`config.mk`:
```
export PLATFORM = sky130hd
export DESIGN_NAME = lbr_regs
export DESIGN_NICKNAME = d
export VERILOG_FILES = /design/src/hw/lbr_pkg.sv /design/src/hw/lbr_regs.sv
export SDC_FILE = /design/constraint.sdc
export NUM_CORES = 1
export LEC_CHECK = 0
export ABC_CLOCK_PERIOD_IN_PS = 6700
export BUFFER_PORTS_ARGS = -buffer_cell sky130_fd_sc_hd__buf_2
export CORE_MARGIN = 4
export CORE_UTILIZATION = 45
export DETAILED_ROUTE_END_ITERATION = 6
export PLACE_DENSITY_LB_ADDON = 0.08
export SETUP_SLACK_MARGIN = 0.4
export SLEW_MARGIN = 5
export SYNTH_ARGS = -nofsm -noshare
export SYNTH_HDL_FRONTEND = slang
export SYNTH_SLANG_ARGS = --single-unit
```
`constraint.sdc`:
```
create_clock -name core_clk_in -period 6.7 [get_ports core_clk_in]
set_clock_uncertainty 0.1 [all_clocks]
set_input_delay 1.005 -clock core_clk_in [delete_from_list [all_inputs] [get_ports core_clk_in]]
set_output_delay 1.005 -clock core_clk_in [all_outputs]
set_load 0.03 [all_outputs]
```
`src/hw/lbr_pkg.sv`:
```
// package: offsets, fields, reset values and timing for the link topology and maintenance registers
package lbr_pkg;
  localparam int unsigned ADDR_W = 12;
  localparam logic [11:0] TOPO_INFO_OFS = 12'h058;
  localparam logic [11:0] MAINT_OFS = 12'h05c;
  // topology_info_reg fields
  localparam int unsigned TOPO_OK_BIT = 31;
  localparam int unsigned NODES_LSB = 24;
  localparam int unsigned ROOT_BIT = 23;
  localparam int unsigned MGR_PIN_BIT = 22;
  localparam int unsigned RM_ID_LSB = 16;
  localparam int unsigned BUS_ID_LSB = 6;
  localparam int unsigned NODE_IDX_LSB = 0;
  localparam logic [5:0] NODES_RST = 6'h00;
  localparam logic [5:0] RM_ID_RST = 6'h3f;
  localparam logic [9:0] BUS_ID_RST = 10'h3ff;
  localparam logic [5:0] NODE_IDX_RST = 6'h3f;
  // maintenance_reg fields
  localparam int unsigned HDR_CRC_BIT = 31;
  localparam int unsigned PAY_CRC_BIT = 30;
  localparam int unsigned DROP_BIT = 29;
  localparam int unsigned ACK_OVR_BIT = 28;
  localparam int unsigned ACK_SUP_BIT = 27;
  localparam int unsigned ACK_VAL_LSB = 16;
  localparam int unsigned PING_LSB = 0;
  localparam logic [7:0] ACK_VAL_RST = 8'h00;
  localparam logic [7:0] PING_RST = 8'h00;
  localparam logic [7:0] PING_MAX = 8'hff;
  // timing
  localparam int unsigned CLK_PERIOD_PS = 5000;
  localparam int unsigned PING_UNIT_NS = 40;
  localparam int unsigned PING_UNIT_CYC = (PING_UNIT_NS * 1000) / CLK_PERIOD_PS;
  localparam logic [2:0] PING_TICK_LAST = 3'(PING_UNIT_CYC - 1);
  typedef enum logic [1:0] {
    LBR_PING_IDLE = 2'b00,
    LBR_PING_RUN = 2'b01
  } lbr_ping_state_t;
endpackage

```
`src/hw/lbr_regs.sv`:
```
// module: topology information and link maintenance register bank
//
// Function
// - topology_info_ok bit 31 reads 1 only while topology fields hold valid values
// - nodes_seen_count in bits 29:24 is hardware updated and resets to zero
// - bit 23 shows root status; software writes to it do nothing
// - bit 22 mirrors the manager_candidate_pin level at all times
// - resource_manager_id in bits 21:16 reads 0x3f after reset or with no manager
// - local_bus_id resets to 0x3ff, reloaded on bus reset when bus_id_reload_flag set
// - local_node_index set to 0x3f at reset and on each bus reset status with no capture in the same cycle
// - corrupt_header_check corrupts next packet header crc, cleared after it transmits
// - corrupt_payload_check corrupts next payload crc, cleared after packet transmits
// - drop_next_packet discards next primary packet, then hardware clears it
// - override_acknowledge sends bits 23:16 as next ack, cleared after next packet
// - suppress_acknowledge blocks ack transmission, cleared after next packet
// - ping_response_time in bits 7:0 counts ping answer time in 40 ns units
// - reserved bits ignore writes and read zero
`timescale 1ns/1ps
`default_nettype none
module lbr_regs
  import lbr_pkg::*;
(
  input wire logic core_clk_in,
  input wire logic rst_in,
  input wire logic [11:0] reg_addr_in,
  input wire logic [31:0] reg_wdata_in,
  input wire logic reg_wr_in,
  input wire logic reg_rd_in,
  output logic [31:0] reg_rdata_out,
  input wire logic manager_candidate_pin_in,
  input wire logic bus_id_reload_flag_in,
  input wire logic bus_reset_status_in,
  input wire logic topo_capture_in,
  input wire logic [5:0] topo_nodes_in,
  input wire logic topo_root_in,
  input wire logic topo_rm_valid_in,
  input wire logic [5:0] topo_rm_id_in,
  input wire logic [5:0] topo_node_idx_in,
  input wire logic [9:0] topo_bus_id_in,
  input wire logic tx_pkt_done_in,
  input wire logic ping_sent_in,
  input wire logic ping_answer_in,
  output logic corrupt_header_check_out,
  output logic corrupt_payload_check_out,
  output logic drop_next_packet_out,
  output logic override_acknowledge_out,
  output logic [7:0] ack_value_out,
  output logic suppress_acknowledge_out
);

  // ----------------------------------------
  // decode
  // ----------------------------------------
  function automatic logic hit(input logic [11:0] a, input logic [11:0] ofs);
    hit = (a == ofs);
  endfunction

  logic wr_topo;
  logic wr_maint;
  assign wr_topo = reg_wr_in && hit(reg_addr_in, TOPO_INFO_OFS);
  assign wr_maint = reg_wr_in && hit(reg_addr_in, MAINT_OFS);

  // ----------------------------------------
  // topology state
  // ----------------------------------------
  logic topo_ok_q;
  logic [5:0] nodes_q;
  logic root_q;
  logic [5:0] rm_id_q;
  logic [9:0] bus_id_q;
  logic [5:0] node_idx_q;

  always_ff @(posedge core_clk_in or posedge rst_in) begin
    if (rst_in) begin
      topo_ok_q <= 1'b0;
    end else if (topo_capture_in) begin
      topo_ok_q <= 1'b1;
    end else if (bus_reset_status_in) begin
      topo_ok_q <= 1'b0;
    end
  end

  always_ff @(posedge core_clk_in or posedge rst_in) begin
    if (rst_in) begin
      nodes_q <= NODES_RST;
      root_q <= 1'b0;
      rm_id_q <= RM_ID_RST;
    end else if (topo_capture_in) begin
      nodes_q <= topo_nodes_in;
      root_q <= topo_root_in;
      rm_id_q <= topo_rm_valid_in ? topo_rm_id_in : RM_ID_RST;
    end
  end

  always_ff @(posedge core_clk_in or posedge rst_in) begin
    if (rst_in) begin
      node_idx_q <= NODE_IDX_RST;
    end else if (topo_capture_in) begin
      node_idx_q <= topo_node_idx_in;
    end else if (bus_reset_status_in) begin
      node_idx_q <= NODE_IDX_RST;
    end
  end

  always_ff @(posedge core_clk_in or posedge rst_in) begin
    if (rst_in) begin
      bus_id_q <= BUS_ID_RST;
    end else if (topo_capture_in) begin
      bus_id_q <= topo_bus_id_in;
    end else if (bus_reset_status_in && bus_id_reload_flag_in) begin
      bus_id_q <= BUS_ID_RST;
    end
  end

  // ----------------------------------------
  // maintenance flags: a write that sets wins over the packet-done clear
  // ----------------------------------------
  logic hdr_q;
  logic pay_q;
  logic drop_q;
  logic ovr_q;
  logic sup_q;
  logic [7:0] ack_val_q;

  function automatic logic flag_next(input logic cur, input logic wr, input logic wbit, input logic done);
    if (wr) begin
      flag_next = wbit;
    end else if (done) begin
      flag_next = 1'b0;
    end else begin
      flag_next = cur;
    end
  endfunction

  always_ff @(posedge core_clk_in or posedge rst_in) begin
    if (rst_in) begin
      hdr_q <= 1'b0;
      pay_q <= 1'b0;
      drop_q <= 1'b0;
      ovr_q <= 1'b0;
      sup_q <= 1'b0;
    end else begin
      hdr_q <= flag_next(hdr_q, wr_maint, reg_wdata_in[HDR_CRC_BIT], tx_pkt_done_in);
      pay_q <= flag_next(pay_q, wr_maint, reg_wdata_in[PAY_CRC_BIT], tx_pkt_done_in);
      drop_q <= flag_next(drop_q, wr_maint, reg_wdata_in[DROP_BIT], tx_pkt_done_in);
      ovr_q <= flag_next(ovr_q, wr_maint, reg_wdata_in[ACK_OVR_BIT], tx_pkt_done_in);
      sup_q <= flag_next(sup_q, wr_maint, reg_wdata_in[ACK_SUP_BIT], tx_pkt_done_in);
    end
  end

  always_ff @(posedge core_clk_in or posedge rst_in) begin
    if (rst_in) begin
      ack_val_q <= ACK_VAL_RST;
    end else if (wr_maint) begin
      ack_val_q <= reg_wdata_in[ACK_VAL_LSB +: 8];
    end
  end

  assign corrupt_header_check_out = hdr_q;
  assign corrupt_payload_check_out = pay_q;
  assign drop_next_packet_out = drop_q;
  assign override_acknowledge_out = ovr_q;
  assign ack_value_out = ack_val_q;
  assign suppress_acknowledge_out = sup_q;

  // ----------------------------------------
  // ping timer in 40 ns units
  // ----------------------------------------
  lbr_ping_state_t ping_st_q;
  logic [2:0] tick_q;
  logic [7:0] run_cnt_q;
  logic [7:0] ping_q;

  always_ff @(posedge core_clk_in or posedge rst_in) begin
    if (rst_in) begin
      ping_st_q <= LBR_PING_IDLE;
    end else begin
      unique case (ping_st_q)
        LBR_PING_IDLE: begin
          if (ping_sent_in) begin
            ping_st_q <= LBR_PING_RUN;
          end
        end
        LBR_PING_RUN: begin
          if (ping_answer_in) begin
            ping_st_q <= LBR_PING_IDLE;
          end
        end
        default: begin
          ping_st_q <= LBR_PING_IDLE;
        end
      endcase
    end
  end

  always_ff @(posedge core_clk_in or posedge rst_in) begin
    if (rst_in) begin
      tick_q <= 3'h0;
      run_cnt_q <= PING_RST;
    end else if (ping_st_q == LBR_PING_IDLE) begin
      tick_q <= 3'h0;
      run_cnt_q <= PING_RST;
    end else if (tick_q == PING_TICK_LAST) begin
      tick_q <= 3'h0;
      if (run_cnt_q != PING_MAX) begin
        run_cnt_q <= run_cnt_q + 8'h01;
      end
    end else begin
      tick_q <= tick_q + 3'h1;
    end
  end

  always_ff @(posedge core_clk_in or posedge rst_in) begin
    if (rst_in) begin
      ping_q <= PING_RST;
    end else if (ping_st_q == LBR_PING_RUN && ping_answer_in) begin
      ping_q <= run_cnt_q;
    end
  end

  // ----------------------------------------
  // read path
  // ----------------------------------------
  logic [31:0] topo_word;
  logic [31:0] maint_word;

  always_comb begin
    topo_word = 32'h0000_0000;
    topo_word[TOPO_OK_BIT] = topo_ok_q;
    topo_word[NODES_LSB +: 6] = nodes_q;
    topo_word[ROOT_BIT] = root_q;
    topo_word[MGR_PIN_BIT] = manager_candidate_pin_in;
    topo_word[RM_ID_LSB +: 6] = rm_id_q;
    topo_word[BUS_ID_LSB +: 10] = bus_id_q;
    topo_word[NODE_IDX_LSB +: 6] = node_idx_q;
  end

  always_comb begin
    maint_word = 32'h0000_0000;
    maint_word[HDR_CRC_BIT] = hdr_q;
    maint_word[PAY_CRC_BIT] = pay_q;
    maint_word[DROP_BIT] = drop_q;
    maint_word[ACK_OVR_BIT] = ovr_q;
    maint_word[ACK_SUP_BIT] = sup_q;
    maint_word[ACK_VAL_LSB +: 8] = ack_val_q;
    maint_word[PING_LSB +: 8] = ping_q;
  end

  always_ff @(posedge core_clk_in or posedge rst_in) begin
    if (rst_in) begin
      reg_rdata_out <= 32'h0000_0000;
    end else if (reg_rd_in && hit(reg_addr_in, TOPO_INFO_OFS)) begin
      reg_rdata_out <= topo_word;
    end else if (reg_rd_in && hit(reg_addr_in, MAINT_OFS)) begin
      reg_rdata_out <= maint_word;
    end else begin
      reg_rdata_out <= 32'h0000_0000;
    end
  end
endmodule
`default_nettype wire

```
-- Yosys cells after proc, flatten, opt, wreduce, memory -nomap -nowiden
Index checks and enable logic that the tools add are counted.
- mux-type cells: 23
- add/subtract/negate cells: 2
- equality and inequality tests: 7
- reductions and logical operators: 13
- operators with widths (kind ; number):
    $mux 32 ; 2
    $eq 12x7->1 const B ; 2
    $mux 8 ; 3
    $mux 10 ; 2
    $mux 6 ; 3
    $reduce_bool 2->1 ; 5
    $add 8x1->8 const B ; 1
    $mux 1 ; 8
    $ne 8x8->1 const B ; 1
    $mux 3 ; 2
    $logic_and 1x1->1 ; 5
    $mux 2 ; 2
    $ne 2x2->1 const B ; 2
    $pmux 2 s2 ; 1
    $reduce_and 2->1 ; 2
    $add 3x1->3 const B ; 1
    $eq 3x3->1 const B ; 1
    $eq 2x1->1 const B ; 1
    $logic_not 2->1 ; 1
- bits of input ports: 85
- register bits after elaboration: 96
- output and inout bits: 45

-- Depth between registers and ports, before layout
- depth after elaboration: 4
- mapped depth: 6
- gate-level depth less buffers: 5

-- Least setup slack after synthesis
No wires, ideal clock.
- path kind: input-to-reg
- start: input port reg_addr_in[9]
- end: register ack_val_q[0], in the netlist ack_value_out[0]
- setup slack: 4.488 ns
- path buffers: 1
- arrival: 1.987 ns
- required time: 6.475 ns
- stages: 4
- path through: nor4_4 -> nand4b_4 -> buf_6 -> mux2_4
- cells in the longest elaborated chain, start to end: 2
- RTL lines (what ; RTL line ; RTL):
    start, declared ; lbr_regs.sv:25 ; input wire logic [11:0] reg_addr_in,
    $eq 12x7->1 ; lbr_regs.sv:55 ; hit = (a == ofs);
    $logic_and 1x1->1 ; lbr_regs.sv:61 ; assign wr_maint = reg_wr_in && hit(reg_addr_in, MAINT_OFS);
    end signal, assigned ; lbr_regs.sv:155 ; ack_val_q <= reg_wdata_in[ACK_VAL_LSB +: 8];
    end, declared ; lbr_regs.sv:123 ; logic [7:0] ack_val_q;
No other way between the ends.
A chain may end at the register's enable or synchronous reset.

-- Worst setup path in the final report
- start: input port reg_addr_in[9]
- end: register reg_rdata_out[28]
- cells in the longest elaborated chain, start to end: 4
- elaborated cells between the ends (all ways): 6
- those cells by class: eq/ne (2); mux (2); reduce/logical (2)
- RTL lines (what ; RTL line ; RTL):
    $eq 12x7->1 ; lbr_regs.sv:55 ;
    $logic_and 1x1->1 ; lbr_regs.sv:254 ; end else if (reg_rd_in && hit(reg_addr_in, MAINT_OFS)) begin
    $mux 32 ; lbr_regs.sv:254 ;
    $mux 32 * ; lbr_regs.sv:252 ; end else if (reg_rd_in && hit(reg_addr_in, TOPO_INFO_OFS)) begin
    end signal, assigned ; lbr_regs.sv:253 ; reg_rdata_out <= topo_word;
    end signal, assigned ; lbr_regs.sv:255 ; reg_rdata_out <= maint_word;
    end, declared ; lbr_regs.sv:29 ; output logic [31:0] reg_rdata_out,
Every way passes the cells marked *; elsewhere a longest branch is shown, timed or not.

==> metrics.log <==
[metrics] Hold Violations, Final: 0
[metrics] number of enable-type register cells in the synthesized netlist: 0
[metrics] number of port buffers: 110
[metrics] Hold Buf Count CTS: 0
[metrics] highest net fanout along the worst path: 20
[metrics] leakage power: 2.534 nW
[metrics] Worst VDD drop: 0.0001081 V
[metrics] antenna violation net count after detailed routing: 0
[metrics] first-pass GRT wire length: 13,210 microns
[metrics] share of cell area taken by muxes after synthesis: 15.33%
[metrics] count leader, synth: dfrtp_1
[metrics] number of vias in the routed layout: 2,630
[metrics] Synth warnings: 0
[metrics] critical path class: input pin to register
[metrics] clock tree root driver cell: clkbuf_8
[metrics] area fraction in compound gates after synthesis: 5.375%
[metrics] weighted congestion reported at the end of routability-driven placement: 0.8072
[metrics] Mapped Avg Cell Area: 12.53 sq um
[metrics] fraction of the mapped netlist area in adder cells: 0.9542%
[metrics] Hold Path Stages: 1
[metrics] cell breakdown of the critical path: buf_2 > nor4_4 > nand4_1 > nor2_1
[metrics] top_reg_cell synth: dfrtp_1
[metrics] overall die width: 101.5 microns
[metrics] number of search-and-repair iterations in the first detailed-routing pass: 4
[metrics] maximum clock path buffer count: 2
[metrics] starting density of the core: 47.16%
[metrics] Tot Pwr: 1.093 mW
[metrics] slowest cell on the critical path: nand4_1
[metrics] most common library cells after synthesis: dfrtp_1 (73), nor2_1 (38), mux2i_1 (25), dfstp_2 (22), nand2_1 (19)
[metrics] Top Ports: 130
[metrics] Rows: 33
[metrics] sort of element at the end of the critical path: register
[metrics] actual slew at the worst max-slew pin: 1032 ps
[metrics] number of antenna violations at the first check in global routing: 0
[metrics] sequential element share of the synthesized area: 61.13%
[metrics] Max Freq: 387.2 MHz
[metrics] R2R setup slack: 4890 ps
[metrics] proportion of synthesized flip-flops having asynchronous set or reset: 100.0%
[metrics] height of the die: 101.5 microns
[metrics] Avg Vias per Cell: 4.972
[metrics] RSZ-0062 raised after global routing: false
[metrics] HPWL reported at the end of detailed placement: 5655 microns
[metrics] utilization after layout: 57.08%
[metrics] number of gates on the worst path with buffers counted: 4
[metrics] sum of routed wire length over all layers: 8065 microns
[metrics] number of nets in the finished design: 507
[metrics] kind of launch point of the worst setup path: input pin
[metrics] final critical delay including setup and external delays: 2582 ps
[metrics] result of the run: finished clean
[metrics] dominant delay contributor by cell family on the critical path: simple AND/OR/NAND/NOR gates
[metrics] total of endpoints with negative setup slack in the final report: 0
[metrics] worst min-delay path category: register to register
[metrics] clock slew at reported path FFs: 90 ps
[metrics] clock latency at the later pin of the worst-skew pair: 350 ps
[metrics] share of the clock period used by the worst path after layout: 38.54%
[metrics] Post-Synth Simple-Gate Area: 14.09%
[metrics] WL per Instance: 15.25 microns
[metrics] share of the synthesized area in the top cell type: 46.44%
[metrics] number of distinct library cells after synthesis: 39
[metrics] summed negative setup slack over all endpoints: 0 ps
[metrics] Max-Slew Margin vs Limit: 31.02%
[metrics] via count of the first global-routing pass: 2,722
[metrics] violation count after the first detailed-routing iteration: 46
[metrics] Worst setup startpoint: reg_addr_in[9]
[metrics] fraction of layout instances using a drive strength above 1: 45.52%
[metrics] number of max-slew violations in the final report: 0
[metrics] GRT overflow: 0
[metrics] Worst R2R Path Depth: 4
[metrics] number of buffers and inverters on the critical path: 1
[metrics] Total Routing Usage GR: 16.56%
[metrics] Seq cells post-synth: 95
[metrics] power density over the cells: 229.7 mW/mm^2
[metrics] post-synthesis to final-layout area growth: 21.02%
[metrics] Mapped Nets: 402
[metrics] delay of the slowest cell on the worst path: 880 ps
[metrics] combinational family with the most area after synthesis: multiplexers
[metrics] CP arrival: 2740 ps
[metrics] endpoint of the worst-slack reg-to-reg timing path: run_cnt_q[0]
[metrics] combined area of all synthesized cells: 0.003934 sq mm
[metrics] worst hold slack after final layout: 357.0 ps
[metrics] beginning of the worst register-to-register path: run_cnt_q[0]
[metrics] count of max-cap constraint violations: 0
[metrics] synthesized instance count: 314
[metrics] share of the synthesized netlist area taken by xor and xnor gates: 0%
[metrics] top cell type by total area after synthesis: dfrtp_1
[metrics] pin count of the biggest net entering global routing: 66
[metrics] Gates resized, CTS repair: 0
[metrics] largest cells by area after synthesis: dfrtp_1 (46%), dfstp_2 (15%), mux2i_1 (6.4%)
[metrics] floorplan die area: 0.01030 sq mm
[metrics] TritonCTS clock tree: done
[metrics] H-tree lvl count: 3
[metrics] critical path capture point: reg_rdata_out[28]
[metrics] Worst Path Required: 6860 ps
[metrics] Post-CTS Repair Setup Buffers: 0
[metrics] clock buffer count from CTS: 9
[metrics] Std-Cell Core Area: 0.008341 sq mm
[metrics] clock sink count: 95
[metrics] number of design rule violations left after detail routing: 0
[metrics] Ant. Diodes: 0
[sequential cells by signal, indices dropped and copies added, names as in the netlist]
signal                     cells
reg_rdata_out                 32
bus_id_q                      10
ack_value_out                  8
ping_q                         8
run_cnt_q                      8
node_idx_q                     6
nodes_q                        6
rm_id_q                        6
tick_q                         3
corrupt_header_check_out       1
corrupt_payload_check_out      1
drop_next_packet_out           1
override_acknowledge_out       1
ping_st_q                      1
root_q                         1
suppress_acknowledge_out       1
topo_ok_q                      1
[how the worst min path moves through the flow]
| stage | start | to | slack [ps] |
|---|---|---|---|
| final | tick_q[0] | tick_q[0] | 360 |
| after global routing | tick_q[0] | tick_q[0] | 370 |
| after CTS | tick_q[0] | tick_q[0] | 350 |
| after detailed placement | tick_q[0] | tick_q[0] | 340 |
| after global placement | tick_q[0] | tick_q[0] | 330 |
| after floorplan | tick_q[0] | tick_q[0] | 310 |
[layout by cell type, fill, tap and decap left out, types with 3 or more instances in the layout]
cell      synthesis  routed
dfstp_2          22      22
dfrtp_1          73      73
nand2b_1          4       4
and2_2           11      11
o22a_1            5       5
ha_1              3       3
mux2_2           18      18
o21ai_0           6       6
buf_2             2     110
nand4_1           6       6
nand2_1          19      19
nor2_1           38      38
mux2i_1          25      25
a21oi_1          12      12
nor2b_1           6       6
inv_1            13      12
clkbuf_8          0      11
mux2_4           10      10
[cells by family after synthesis]
kind of cell,count (synthesis)
AO/OA/AOI/OAI,33
adder cells (fa/ha/maj),3
buffers and inverters,30
flip-flops,95
multiplexers,53
AND/OR/NAND/NOR,100
[report_power, final]
group	internal (mW)	switching, mW	total (mW)
Sequential	0.605	0.0150	0.620
Combinational	0.0413	0.0452	0.0866
Clock	0.194	0.193	0.387
Total	0.840	0.253	1.09
[per-stage QoR]
| stage | area [sq um] | instances | setup WS (ps) |
|---|---|---|---|
| floorplan | 3934 | 314 | 3154 |
| global route | 4761 | 529 | 3920 |
| CTS | 4761 | 529 | 4052 |
| finish | 4761 | 529 | 4118 |
| detailed placement | 4552 | 513 | 3697 |
| global placement | 4552 | 513 | 3724 |
[routing by layer]
metal / global-route usage (%) / vias to the layer above / wire length [microns]
li1: - / 1279 / -
met1: 21.49 / 1263 / 3566
met2: 26.16 / 77 / 3717
met3: 5.165 / 11 / 635
met4: 6.237 / 0 / 146
met5: 0 / - / 0
[cell type report]
class | instances | area (sq um)
clock inverter | 4 | 53.80
clock buffer | 12 | 155.1
timing repair buffer | 111 | 558.0
sequential | 95 | 2405
inverter | 13 | 51.30
fill | 736 | 3580
multi-input combinational | 189 | 1406
tap | 105 | 131.4
Power figures use the tool's default switching activity.
